## src/shared/pmc_pkg.sv

```systemverilog
package pmc_pkg;
  // Register map and field layout of the power mode control register
  localparam logic [7:0] PWR_CTRL_IDX  = 8'h87;
  localparam logic [11:0] PWR_CTRL_ADDR = 12'h21C; // Index times four
  localparam logic [11:0] IRQ_STAT_ADDR = 12'h400;
  localparam logic [11:0] IRQ_CLR_ADDR  = 12'h404;
  localparam logic [11:0] IRQ_EN_ADDR   = 12'h408;
  localparam logic [11:0] WAKE_ADDR     = 12'h40C;
  localparam int BIT_BAUD   = 7;
  localparam int BIT_FESEL  = 6;
  localparam int BIT_COLD   = 4;
  localparam int BIT_UFHI   = 3;
  localparam int BIT_UFLO   = 2;
  localparam int BIT_DEEP   = 1;
  localparam int BIT_DOZE   = 0;
  localparam logic [7:0] PWR_CTRL_WMASK = 8'hDF; // Bit 5 reserved
  localparam logic [7:0] PWR_POR_VAL    = 8'h10;
  localparam logic [7:0] PWR_WARM_MASK  = 8'h10; // Only the cold flag kept
  localparam logic [1:0] RESP_OKAY   = 2'h0;
  localparam logic [1:0] RESP_SLVERR = 2'h2;
  localparam int IRQ_W = 3;
  localparam int IRQ_DOZE_ENT = 0;
  localparam int IRQ_DEEP_ENT = 1;
  localparam int IRQ_WAKE     = 2;

  // Power state, Gray coded along run -> sleep -> wake
  typedef enum logic [1:0] {
    PMC_RUN   = 2'h0,
    PMC_DOZE  = 2'h1,
    PMC_DEEP  = 2'h2,
    PMC_WAKE  = 2'h3
  } pmc_state_e;

  // Clock gating and CPU control bundle
  typedef struct packed {
    logic cpu_clk_en;
    logic periph_clk_en;
    logic pc_hold;
    logic wake_isr;
  } pmc_ctl_s;

  // Serial port control bundle
  typedef struct packed {
    logic baud_double;
    logic frame_err_access_sel;
  } pmc_ser_s;
endpackage : pmc_pkg

```

## src/hdl/pmc_state.sv

```systemverilog
`timescale 1ns/1ps
// Low-power sequencer: enters doze or deep sleep, wakes on interrupt
module pmc_state (
  input  wire logic         clock,      // System clock
  input  wire logic         reset_n,    // Async reset, active low
  input  wire logic         doze_req,   // Doze bit of control register
  input  wire logic         deep_req,   // Deep sleep bit
  input  wire logic         wake_doze,  // Enabled irq alive in doze
  input  wire logic         wake_deep,  // Enabled irq alive in deep sleep
  output pmc_pkg::pmc_ctl_s ctl,        // Registered gating controls
  output logic              clr_doze,   // Pulse: clear doze bit
  output logic              clr_deep,   // Pulse: clear deep bit
  output logic              enter_doze, // Pulse: doze entered
  output logic              enter_deep, // Pulse: deep sleep entered
  output logic              woke        // Pulse: wake completed
);
  pmc_pkg::pmc_state_e state_r, state_nxt;
  pmc_pkg::pmc_ctl_s   ctl_r, ctl_nxt;

  // Next state and controls
  always_comb begin
    state_nxt    = state_r;
    clr_doze     = 1'b0;
    clr_deep     = 1'b0;
    enter_doze   = 1'b0;
    enter_deep   = 1'b0;
    woke         = 1'b0;
    case (state_r)
      pmc_pkg::PMC_RUN: begin
        if (deep_req) begin
          state_nxt    = pmc_pkg::PMC_DEEP;
          enter_deep   = 1'b1;
        end else if (doze_req) begin
          state_nxt    = pmc_pkg::PMC_DOZE;
          enter_doze   = 1'b1;
        end
      end
      pmc_pkg::PMC_DOZE: begin
        if (wake_doze) begin
          state_nxt = pmc_pkg::PMC_WAKE;
        end
      end
      pmc_pkg::PMC_DEEP: begin
        if (wake_deep) begin
          state_nxt = pmc_pkg::PMC_WAKE;
        end
      end
      pmc_pkg::PMC_WAKE: begin
        // Clearing both on deep exit stops a trailing doze entry
        clr_deep  = 1'b1;
        clr_doze  = 1'b1;
        woke      = 1'b1;
        state_nxt = pmc_pkg::PMC_RUN;
      end
      default: state_nxt = pmc_pkg::PMC_RUN;
    endcase
    // Clocks are back in WAKE, one cycle before the ISR is flagged
    ctl_nxt.cpu_clk_en    = (state_nxt == pmc_pkg::PMC_RUN) ||
                            (state_nxt == pmc_pkg::PMC_WAKE);
    ctl_nxt.periph_clk_en = (state_nxt != pmc_pkg::PMC_DEEP);
    ctl_nxt.pc_hold       = (state_nxt == pmc_pkg::PMC_DOZE) ||
                            (state_nxt == pmc_pkg::PMC_DEEP);
    ctl_nxt.wake_isr      = (state_r == pmc_pkg::PMC_WAKE);
  end

  // State registers
  always_ff @(posedge clock or negedge reset_n) begin
    if (!reset_n) begin
      state_r    <= pmc_pkg::PMC_RUN;
      ctl_r      <= '{1'b1, 1'b1, 1'b0, 1'b0};
    end else begin
      state_r    <= state_nxt;
      ctl_r      <= ctl_nxt;
    end
  end

  assign ctl = ctl_r;
endmodule : pmc_state

```

## src/hdl/pmc_top.sv

```systemverilog
`timescale 1ns/1ps
// Functional notes
// Baud double doubles serial mode two rate
// Access select steers serial bit seven target
// Cold flag set after power-on reset
// Warm reset keeps cold flag, clears rest
// Software should clear cold flag after reading
// User flags are plain read-back storage
// Deep sleep stops CPU, peripherals, PC
// Deep wake clears bit, runs waking ISR
// After ISR resume past sleep instruction
// Both bits set means deep sleep only
// Doze stops CPU clock and PC only
// Doze wake clears bit, ISR, then resume
// Enabled capable interrupt wakes, clocks first
module pmc_top (
  input  wire logic        clock,         // 25 MHz system clock
  input  wire logic        reset_n,       // Power-on reset, active low
  input  wire logic        warm_reset_n,  // Other resets, active low
  input  wire logic        irq_doze_ok,   // Enabled irq pending, doze
  input  wire logic        irq_deep_ok,   // Enabled irq pending, deep
  input  wire logic [1:0]  serial_mode,   // Primary serial port mode
  input  wire logic        t1_baud_src,   // Timer 1 overflow is source
  input  wire logic        s_axi_awvalid, // AXI write address valid
  output logic             s_axi_awready, // AXI write address ready
  input  wire logic [11:0] s_axi_awaddr,  // AXI write address
  input  wire logic        s_axi_wvalid,  // AXI write data valid
  output logic             s_axi_wready,  // AXI write data ready
  input  wire logic [31:0] s_axi_wdata,   // AXI write data
  input  wire logic [3:0]  s_axi_wstrb,   // AXI byte strobes
  output logic             s_axi_bvalid,  // AXI write response valid
  input  wire logic        s_axi_bready,  // AXI write response ready
  output logic [1:0]       s_axi_bresp,   // AXI write response
  input  wire logic        s_axi_arvalid, // AXI read address valid
  output logic             s_axi_arready, // AXI read address ready
  input  wire logic [11:0] s_axi_araddr,  // AXI read address
  output logic             s_axi_rvalid,  // AXI read data valid
  input  wire logic        s_axi_rready,  // AXI read data ready
  output logic [31:0]      s_axi_rdata,   // AXI read data
  output logic [1:0]       s_axi_rresp,   // AXI read response
  output logic             cpu_clk_en,    // CPU clock gate enable
  output logic             periph_clk_en, // Peripheral clock gate enable
  output logic             pc_hold,       // Program counter frozen
  output logic             wake_isr,      // Pulse: run waking ISR first
  output logic             baud_x2,       // Serial baud doubled
  output logic             frame_err_sel, // Serial bit 7 is frame error
  output logic             irq            // Level interrupt
);
  localparam int SER_MODE1 = 1;
  localparam int SER_MODE2 = 2;
  localparam int SER_MODE3 = 3;

  logic [7:0]       pwr_r, pwr_nxt;
  logic             warm_q_r;
  logic [pmc_pkg::IRQ_W-1:0] ist_r, ist_nxt, ien_r, ien_nxt;
  logic             aw_r, aw_nxt, w_r, w_nxt, bv_r, bv_nxt;
  logic [11:0]      awa_r, awa_nxt;
  logic [31:0]      wd_r, wd_nxt;
  logic [3:0]       ws_r, ws_nxt;
  logic [1:0]       br_r, br_nxt;
  logic             rv_r, rv_nxt;
  logic [31:0]      rd_r, rd_nxt;
  logic [1:0]       rr_r, rr_nxt;
  logic             baud_r, baud_nxt, fsel_r, fsel_nxt, irq_r, irq_nxt;
  logic             do_wr, ar_take;
  logic [pmc_pkg::IRQ_W-1:0] ev, clr;
  pmc_pkg::pmc_ctl_s ctl;
  pmc_pkg::pmc_ser_s ser;
  logic clr_doze, clr_deep, e_doze, e_deep, woke;

  pmc_state u_state (
    .clock      (clock),
    .reset_n    (reset_n),
    .doze_req   (pwr_r[pmc_pkg::BIT_DOZE]),
    .deep_req   (pwr_r[pmc_pkg::BIT_DEEP]),
    .wake_doze  (irq_doze_ok),
    .wake_deep  (irq_deep_ok),
    .ctl        (ctl),
    .clr_doze   (clr_doze),
    .clr_deep   (clr_deep),
    .enter_doze (e_doze),
    .enter_deep (e_deep),
    .woke       (woke)
  );

  // AXI write channel: address and data captured in either order
  assign do_wr = aw_r && w_r && !bv_r;
  always_comb begin
    aw_nxt  = aw_r;
    w_nxt   = w_r;
    awa_nxt = awa_r;
    wd_nxt  = wd_r;
    ws_nxt  = ws_r;
    bv_nxt  = bv_r;
    br_nxt  = br_r;
    clr     = '0;
    if (s_axi_awvalid && !aw_r) begin
      aw_nxt  = 1'b1;
      awa_nxt = s_axi_awaddr;
    end
    if (s_axi_wvalid && !w_r) begin
      w_nxt  = 1'b1;
      wd_nxt = s_axi_wdata;
      ws_nxt = s_axi_wstrb;
    end
    if (do_wr) begin
      bv_nxt = 1'b1;
      aw_nxt = 1'b0;
      w_nxt  = 1'b0;
      br_nxt = pmc_pkg::RESP_OKAY;
      case (awa_r)
        pmc_pkg::PWR_CTRL_ADDR, pmc_pkg::IRQ_EN_ADDR: ;
        pmc_pkg::IRQ_CLR_ADDR:
          if (ws_r[0]) clr = wd_r[pmc_pkg::IRQ_W-1:0];
        default: br_nxt = pmc_pkg::RESP_SLVERR;
      endcase
    end
    if (bv_r && s_axi_bready) begin
      bv_nxt = 1'b0;
    end
  end

  // Control register: software writes, hardware clears on wake
  always_comb begin
    pwr_nxt = pwr_r;
    if (do_wr && ws_r[0] && awa_r == pmc_pkg::PWR_CTRL_ADDR) begin
      pwr_nxt = (wd_r[7:0] & pmc_pkg::PWR_CTRL_WMASK);
    end
    if (clr_deep) pwr_nxt[pmc_pkg::BIT_DEEP] = 1'b0;
    if (clr_doze) pwr_nxt[pmc_pkg::BIT_DOZE] = 1'b0;
    // Warm reset: only the cold flag survives
    if (!warm_q_r) pwr_nxt = pwr_r & pmc_pkg::PWR_WARM_MASK;
    ien_nxt = ien_r;
    if (do_wr && ws_r[0] && awa_r == pmc_pkg::IRQ_EN_ADDR) begin
      ien_nxt = wd_r[pmc_pkg::IRQ_W-1:0];
    end
  end

  // Sticky events; a new event wins over a clear in the same cycle
  assign ev[pmc_pkg::IRQ_DOZE_ENT] = e_doze;
  assign ev[pmc_pkg::IRQ_DEEP_ENT] = e_deep;
  assign ev[pmc_pkg::IRQ_WAKE]     = woke;
  always_comb begin
    ist_nxt = (ist_r & ~clr) | ev;
    irq_nxt = |(ist_nxt & ien_nxt);
  end

  // AXI read channel, one read at a time
  assign ar_take = s_axi_arvalid && !rv_r;
  always_comb begin
    rv_nxt = rv_r;
    rd_nxt = rd_r;
    rr_nxt = rr_r;
    if (ar_take) begin
      rv_nxt = 1'b1;
      rr_nxt = pmc_pkg::RESP_OKAY;
      rd_nxt = '0;
      case (s_axi_araddr)
        pmc_pkg::PWR_CTRL_ADDR: rd_nxt[7:0] = pwr_r;
        pmc_pkg::IRQ_STAT_ADDR: rd_nxt[pmc_pkg::IRQ_W-1:0] = ist_r;
        pmc_pkg::IRQ_EN_ADDR:   rd_nxt[pmc_pkg::IRQ_W-1:0] = ien_r;
        pmc_pkg::IRQ_CLR_ADDR:  rd_nxt = '0;
        pmc_pkg::WAKE_ADDR: begin
          rd_nxt[0] = ctl.pc_hold;
          rd_nxt[1] = !ctl.periph_clk_en;
        end
        default: rr_nxt = pmc_pkg::RESP_SLVERR;
      endcase
    end else if (rv_r && s_axi_rready) begin
      rv_nxt = 1'b0;
    end
  end

  // Serial steering from the control bits
  always_comb begin
    baud_nxt = pwr_r[pmc_pkg::BIT_BAUD] &&
               (serial_mode == 2'(SER_MODE2) ||
                ((serial_mode == 2'(SER_MODE1) ||
                  serial_mode == 2'(SER_MODE3)) && t1_baud_src));
    fsel_nxt = pwr_r[pmc_pkg::BIT_FESEL];
  end
  assign ser = '{baud_r, fsel_r};

  // Registers; power-on reset loads cold flag set
  always_ff @(posedge clock or negedge reset_n) begin
    if (!reset_n) begin
      pwr_r    <= pmc_pkg::PWR_POR_VAL;
      warm_q_r <= 1'b1;
      ist_r    <= '0;
      ien_r    <= '0;
      aw_r     <= 1'b0;
      w_r      <= 1'b0;
      awa_r    <= '0;
      wd_r     <= '0;
      ws_r     <= '0;
      bv_r     <= 1'b0;
      br_r     <= pmc_pkg::RESP_OKAY;
      rv_r     <= 1'b0;
      rd_r     <= '0;
      rr_r     <= pmc_pkg::RESP_OKAY;
      baud_r   <= 1'b0;
      fsel_r   <= 1'b0;
      irq_r    <= 1'b0;
    end else begin
      pwr_r    <= pwr_nxt;
      warm_q_r <= warm_reset_n;
      ist_r    <= ist_nxt;
      ien_r    <= ien_nxt;
      aw_r     <= aw_nxt;
      w_r      <= w_nxt;
      awa_r    <= awa_nxt;
      wd_r     <= wd_nxt;
      ws_r     <= ws_nxt;
      bv_r     <= bv_nxt;
      br_r     <= br_nxt;
      rv_r     <= rv_nxt;
      rd_r     <= rd_nxt;
      rr_r     <= rr_nxt;
      baud_r   <= baud_nxt;
      fsel_r   <= fsel_nxt;
      irq_r    <= irq_nxt;
    end
  end

  // Port drive, all from flip-flops
  assign s_axi_awready = !aw_r;
  assign s_axi_wready  = !w_r;
  assign s_axi_bvalid  = bv_r;
  assign s_axi_bresp   = br_r;
  assign s_axi_arready = !rv_r;
  assign s_axi_rvalid  = rv_r;
  assign s_axi_rdata   = rd_r;
  assign s_axi_rresp   = rr_r;
  assign cpu_clk_en    = ctl.cpu_clk_en;
  assign periph_clk_en = ctl.periph_clk_en;
  assign pc_hold       = ctl.pc_hold;
  assign wake_isr      = ctl.wake_isr;
  assign baud_x2       = ser.baud_double;
  assign frame_err_sel = ser.frame_err_access_sel;
  assign irq           = irq_r;
endmodule : pmc_top

```

## config.mk

```make
export PLATFORM = sky130hd
export DESIGN_NAME = pmc_top
export DESIGN_NICKNAME = d
export VERILOG_FILES = /design/src/shared/pmc_pkg.sv /design/src/hdl/pmc_state.sv /design/src/hdl/pmc_top.sv
export SDC_FILE = /design/constraint.sdc
export NUM_CORES = 1
export LEC_CHECK = 0
export BUFFER_PORTS_ARGS = -buffer_cell sky130_fd_sc_hd__buf_2
export CAP_MARGIN = 20
export CORE_MARGIN = 2
export CORE_UTILIZATION = 45
export CTS_BUF_LIST = sky130_fd_sc_hd__clkbuf_8
export CTS_CLUSTER_DIAMETER = 30
export CTS_CLUSTER_SIZE = 12
export DETAILED_ROUTE_END_ITERATION = 6
export PLACE_DENSITY = 0.77
export SLEW_MARGIN = 20
export SYNTH_ARGS = -nofsm -noshare
export SYNTH_HDL_FRONTEND = slang
export SYNTH_SLANG_ARGS = --single-unit
```

## constraint.sdc

```tcl
create_clock -name clock -period 2.1 [get_ports clock]
set_input_delay 0.21 -clock clock [delete_from_list [all_inputs] [get_ports clock]]
set_output_delay 0.21 -clock clock [all_outputs]
set_load 0.01 [all_outputs]
```

==> out/results.ini <==
[detailed_routing]
post_drt_via_cell_ratio=4.73
drc=0
drt_wl_total_mm=4.75
drtPass1Iterations=4
drt_iter0_drc=79
vias=1858
wl_per_cell_um=12.1
ant_nets=0

[clocking]
clock_sinks=57
cts_made_buffers=9
clk_latency_ns=0.33
post_cts_buffers=0
cts_resized=0
cts_tree=yes
clockBufferDepth=2
htreeDepth=3
clockRootBuffer=clkbuf_8
clk_pin_slew_ns=0.06
cts_hold_buffers=1

[power_and_ir_drop]
p_per_area_nw_per_um2=1040
p_leak_nw=1.59
ir_drop_mv=0.775

[timing]
maxSlewHeadroom_pct=54.0
grt_setup_unrepaired=false
fmax_mhz=521
skew_ns=0.00637
tns_ns=0
slew_violations=0
max_slew.worst_pin.slew_ns=0.691
whs_ns=0.00607
hold_viol=0
setup_viol=0
finalWorstPathRequiredPeriod_ns=1.92
min_period_over_period_pct=91.5

[global_route]
grt_max_degree=58
antenna_found_initial=0
grt_usage_pct=16.7
grt_pass1_wl_mm=7.98
grt.overflow.total=0
grt_pass1_vias=1792

[critical_path]
cp.arrival_ns=2.13
reg2reg_slack_ns=0.18
worst_setup_path_end_kind=flop
crit_start=awa_r[1]
ff2ff_path_depth=6
crit_required_ns=2.31
startpoint_type=flop
r2r-start=awa_r[1]
critPathKind=flop to flop
worstPathMaxFanout=5
reg2reg_to=irq
crit_end=irq

[finish]
layout_commonest_cell=buf_2
area_growth_syn_to_layout_pct=19.0
final_cell_mix=66 x buf_2, 53 x dfrtp_1, 30 x nand2_1, 26 x conb_1
diodes=0
nets=390
layout-drive-gt1-share_pct=35.8

[floorplan]
die_area_um2=6470
rows=27
dieWidth_um=80.5
die_y_um=80.5
start_util_pct=47.2
coreArea_um2=5570
io_pins=121

[synthesis]
synth_compound_area_share_pct=6.80
postSynthCellCount=238
synth-seq-cells=57
yosys.area_share.simple_pct=16.2
ys_types=40
synthesis.area_um2=2630
avgSynthCellArea_um2=11.1
yosysWarnings=0
seq_area_frac_synth_pct=54.4
synth-xor-area-share_pct=0
synthMuxAreaShare_pct=12.1
synthAdderAreaFrac_pct=0.476
synth_top_family_by_area=simple AND/OR/NAND/NOR gates

[min_path]
hold_class=primary input to async pin

[place]
io_buffers=66
dp_hpwl_mm=3.53
gp_congestion=0.816

[run_status]
outcome=complete, no violations

[flow_run]
cap_violations=0

-- cell families (layout without fill, tap and decap cells) --
| group | Yosys count | count (layout) |
|---|---|---|
| and+or+nand+nor | 78 | 78 |
| DFF | 57 | 57 |
| buffers and inverters | 41 | 99 |
| AOI/OAI and AO/OA | 31 | 31 |
| muxes | 29 | 29 |
| adders and majority gates | 1 | 1 |
| other | 1 | 26 |
-- where the power goes --
group / internal, W / switching [W]
clock network: 0.000405 / 0.000397
logic: 0.000411 / 0.000386
registers: 0.00141 / 0.000241
total: 0.00222 / 0.00102
-- sequential cells by signal (all words and copies together) (netlist names), 2 cells and up --
| name | count |
|---|---|
| awa_r | 12 |
| u_state.state_r | 2 |
| s_axi_rdata | 8 |
| ist_r | 3 |
| ien_r | 3 |
| pwr_r | 7 |
| wd_r | 7 |
| u_state.ctl | 4 |
-- worst min-delay path by stage --
stage	depth (start not counted)	end	from
after floorplan	0	aw_r	reset_n
after global placement	1	warm_q_r	warm_reset_n
after detailed placement	1	warm_q_r	warm_reset_n
after CTS	2	awa_r[0]	reset_n
after global routing	2	s_axi_bvalid	s_axi_bready
final	2	awa_r[0]	reset_n
-- worst max-delay path: stages, from the launching register on --
cell,delay [ns]
dfrtp_1,0.40
nor4_4,0.31
buf_4,0.17
nand4_2,0.15
mux2_4,0.35
a21boi_0,0.13
a221o_1,0.29
-- stage by stage --
stage	utilization (%)	area, um2	total power [W]	std cells	setup WS, ns
after floorplan	-	2720	0.00222	263	0.302
after global placement	53.2	2960	0.00244	376	0.213
after detailed placement	53.2	2960	0.00247	376	0.184
after CTS	56.1	3130	0.00329	393	0.174
after global routing	56.1	3130	0.00349	393	0.0391
final	56.1	3130	0.00325	393	0.179
-- cell usage after synthesis, drive strengths merged --
master	n	area [um2]
a21boi	1	7.51
a21oi	6	30.0
a221o	1	10.0
a22oi	1	7.51
a32oi	2	17.5
and2	1	6.26
and4b	1	11.3
buf	27	206
clkbuf	3	11.3
conb	1	3.75
dfrtp	53	1330
dfstp	4	105
ha	1	12.5
inv	11	41.3
mux2	20	229
mux2i	9	90.1
nand2	30	113
nand2b	2	12.5
nand3	1	5.00
nand3b	1	7.51
nand4	4	31.3
nand4b	1	8.76
nor2	19	78.8
nor2b	5	31.3
nor3	2	10.0
nor3b	1	7.51
nor4	4	40.0
nor4b	3	38.8
o2111ai	1	8.76
o21ai	18	90.1
o31ai	1	7.51
or3	1	6.26
or3b	2	17.5
-- layer usage --
metal	vias up	GRT usage (%)	wire [um]
met5	-	0	0
met4	0	7.80	87
met3	9	6.29	326
met2	70	25.1	2210
met1	854	21.2	2130
li1	925	-	-
-- cell type report --
| class | count | area (um2) |
|---|---|---|
| clock buffer | 9 | 124 |
| multi-input combinational | 165 | 1030 |
| tap | 72 | 90.1 |
| clock inverter | 7 | 31.3 |
| sequential | 57 | 1430 |
| timing repair buffer | 72 | 378 |
| fill | 515 | 2440 |
| inverter | 11 | 41.3 |
No activity file was read; power rests on OpenSTA's default activity.
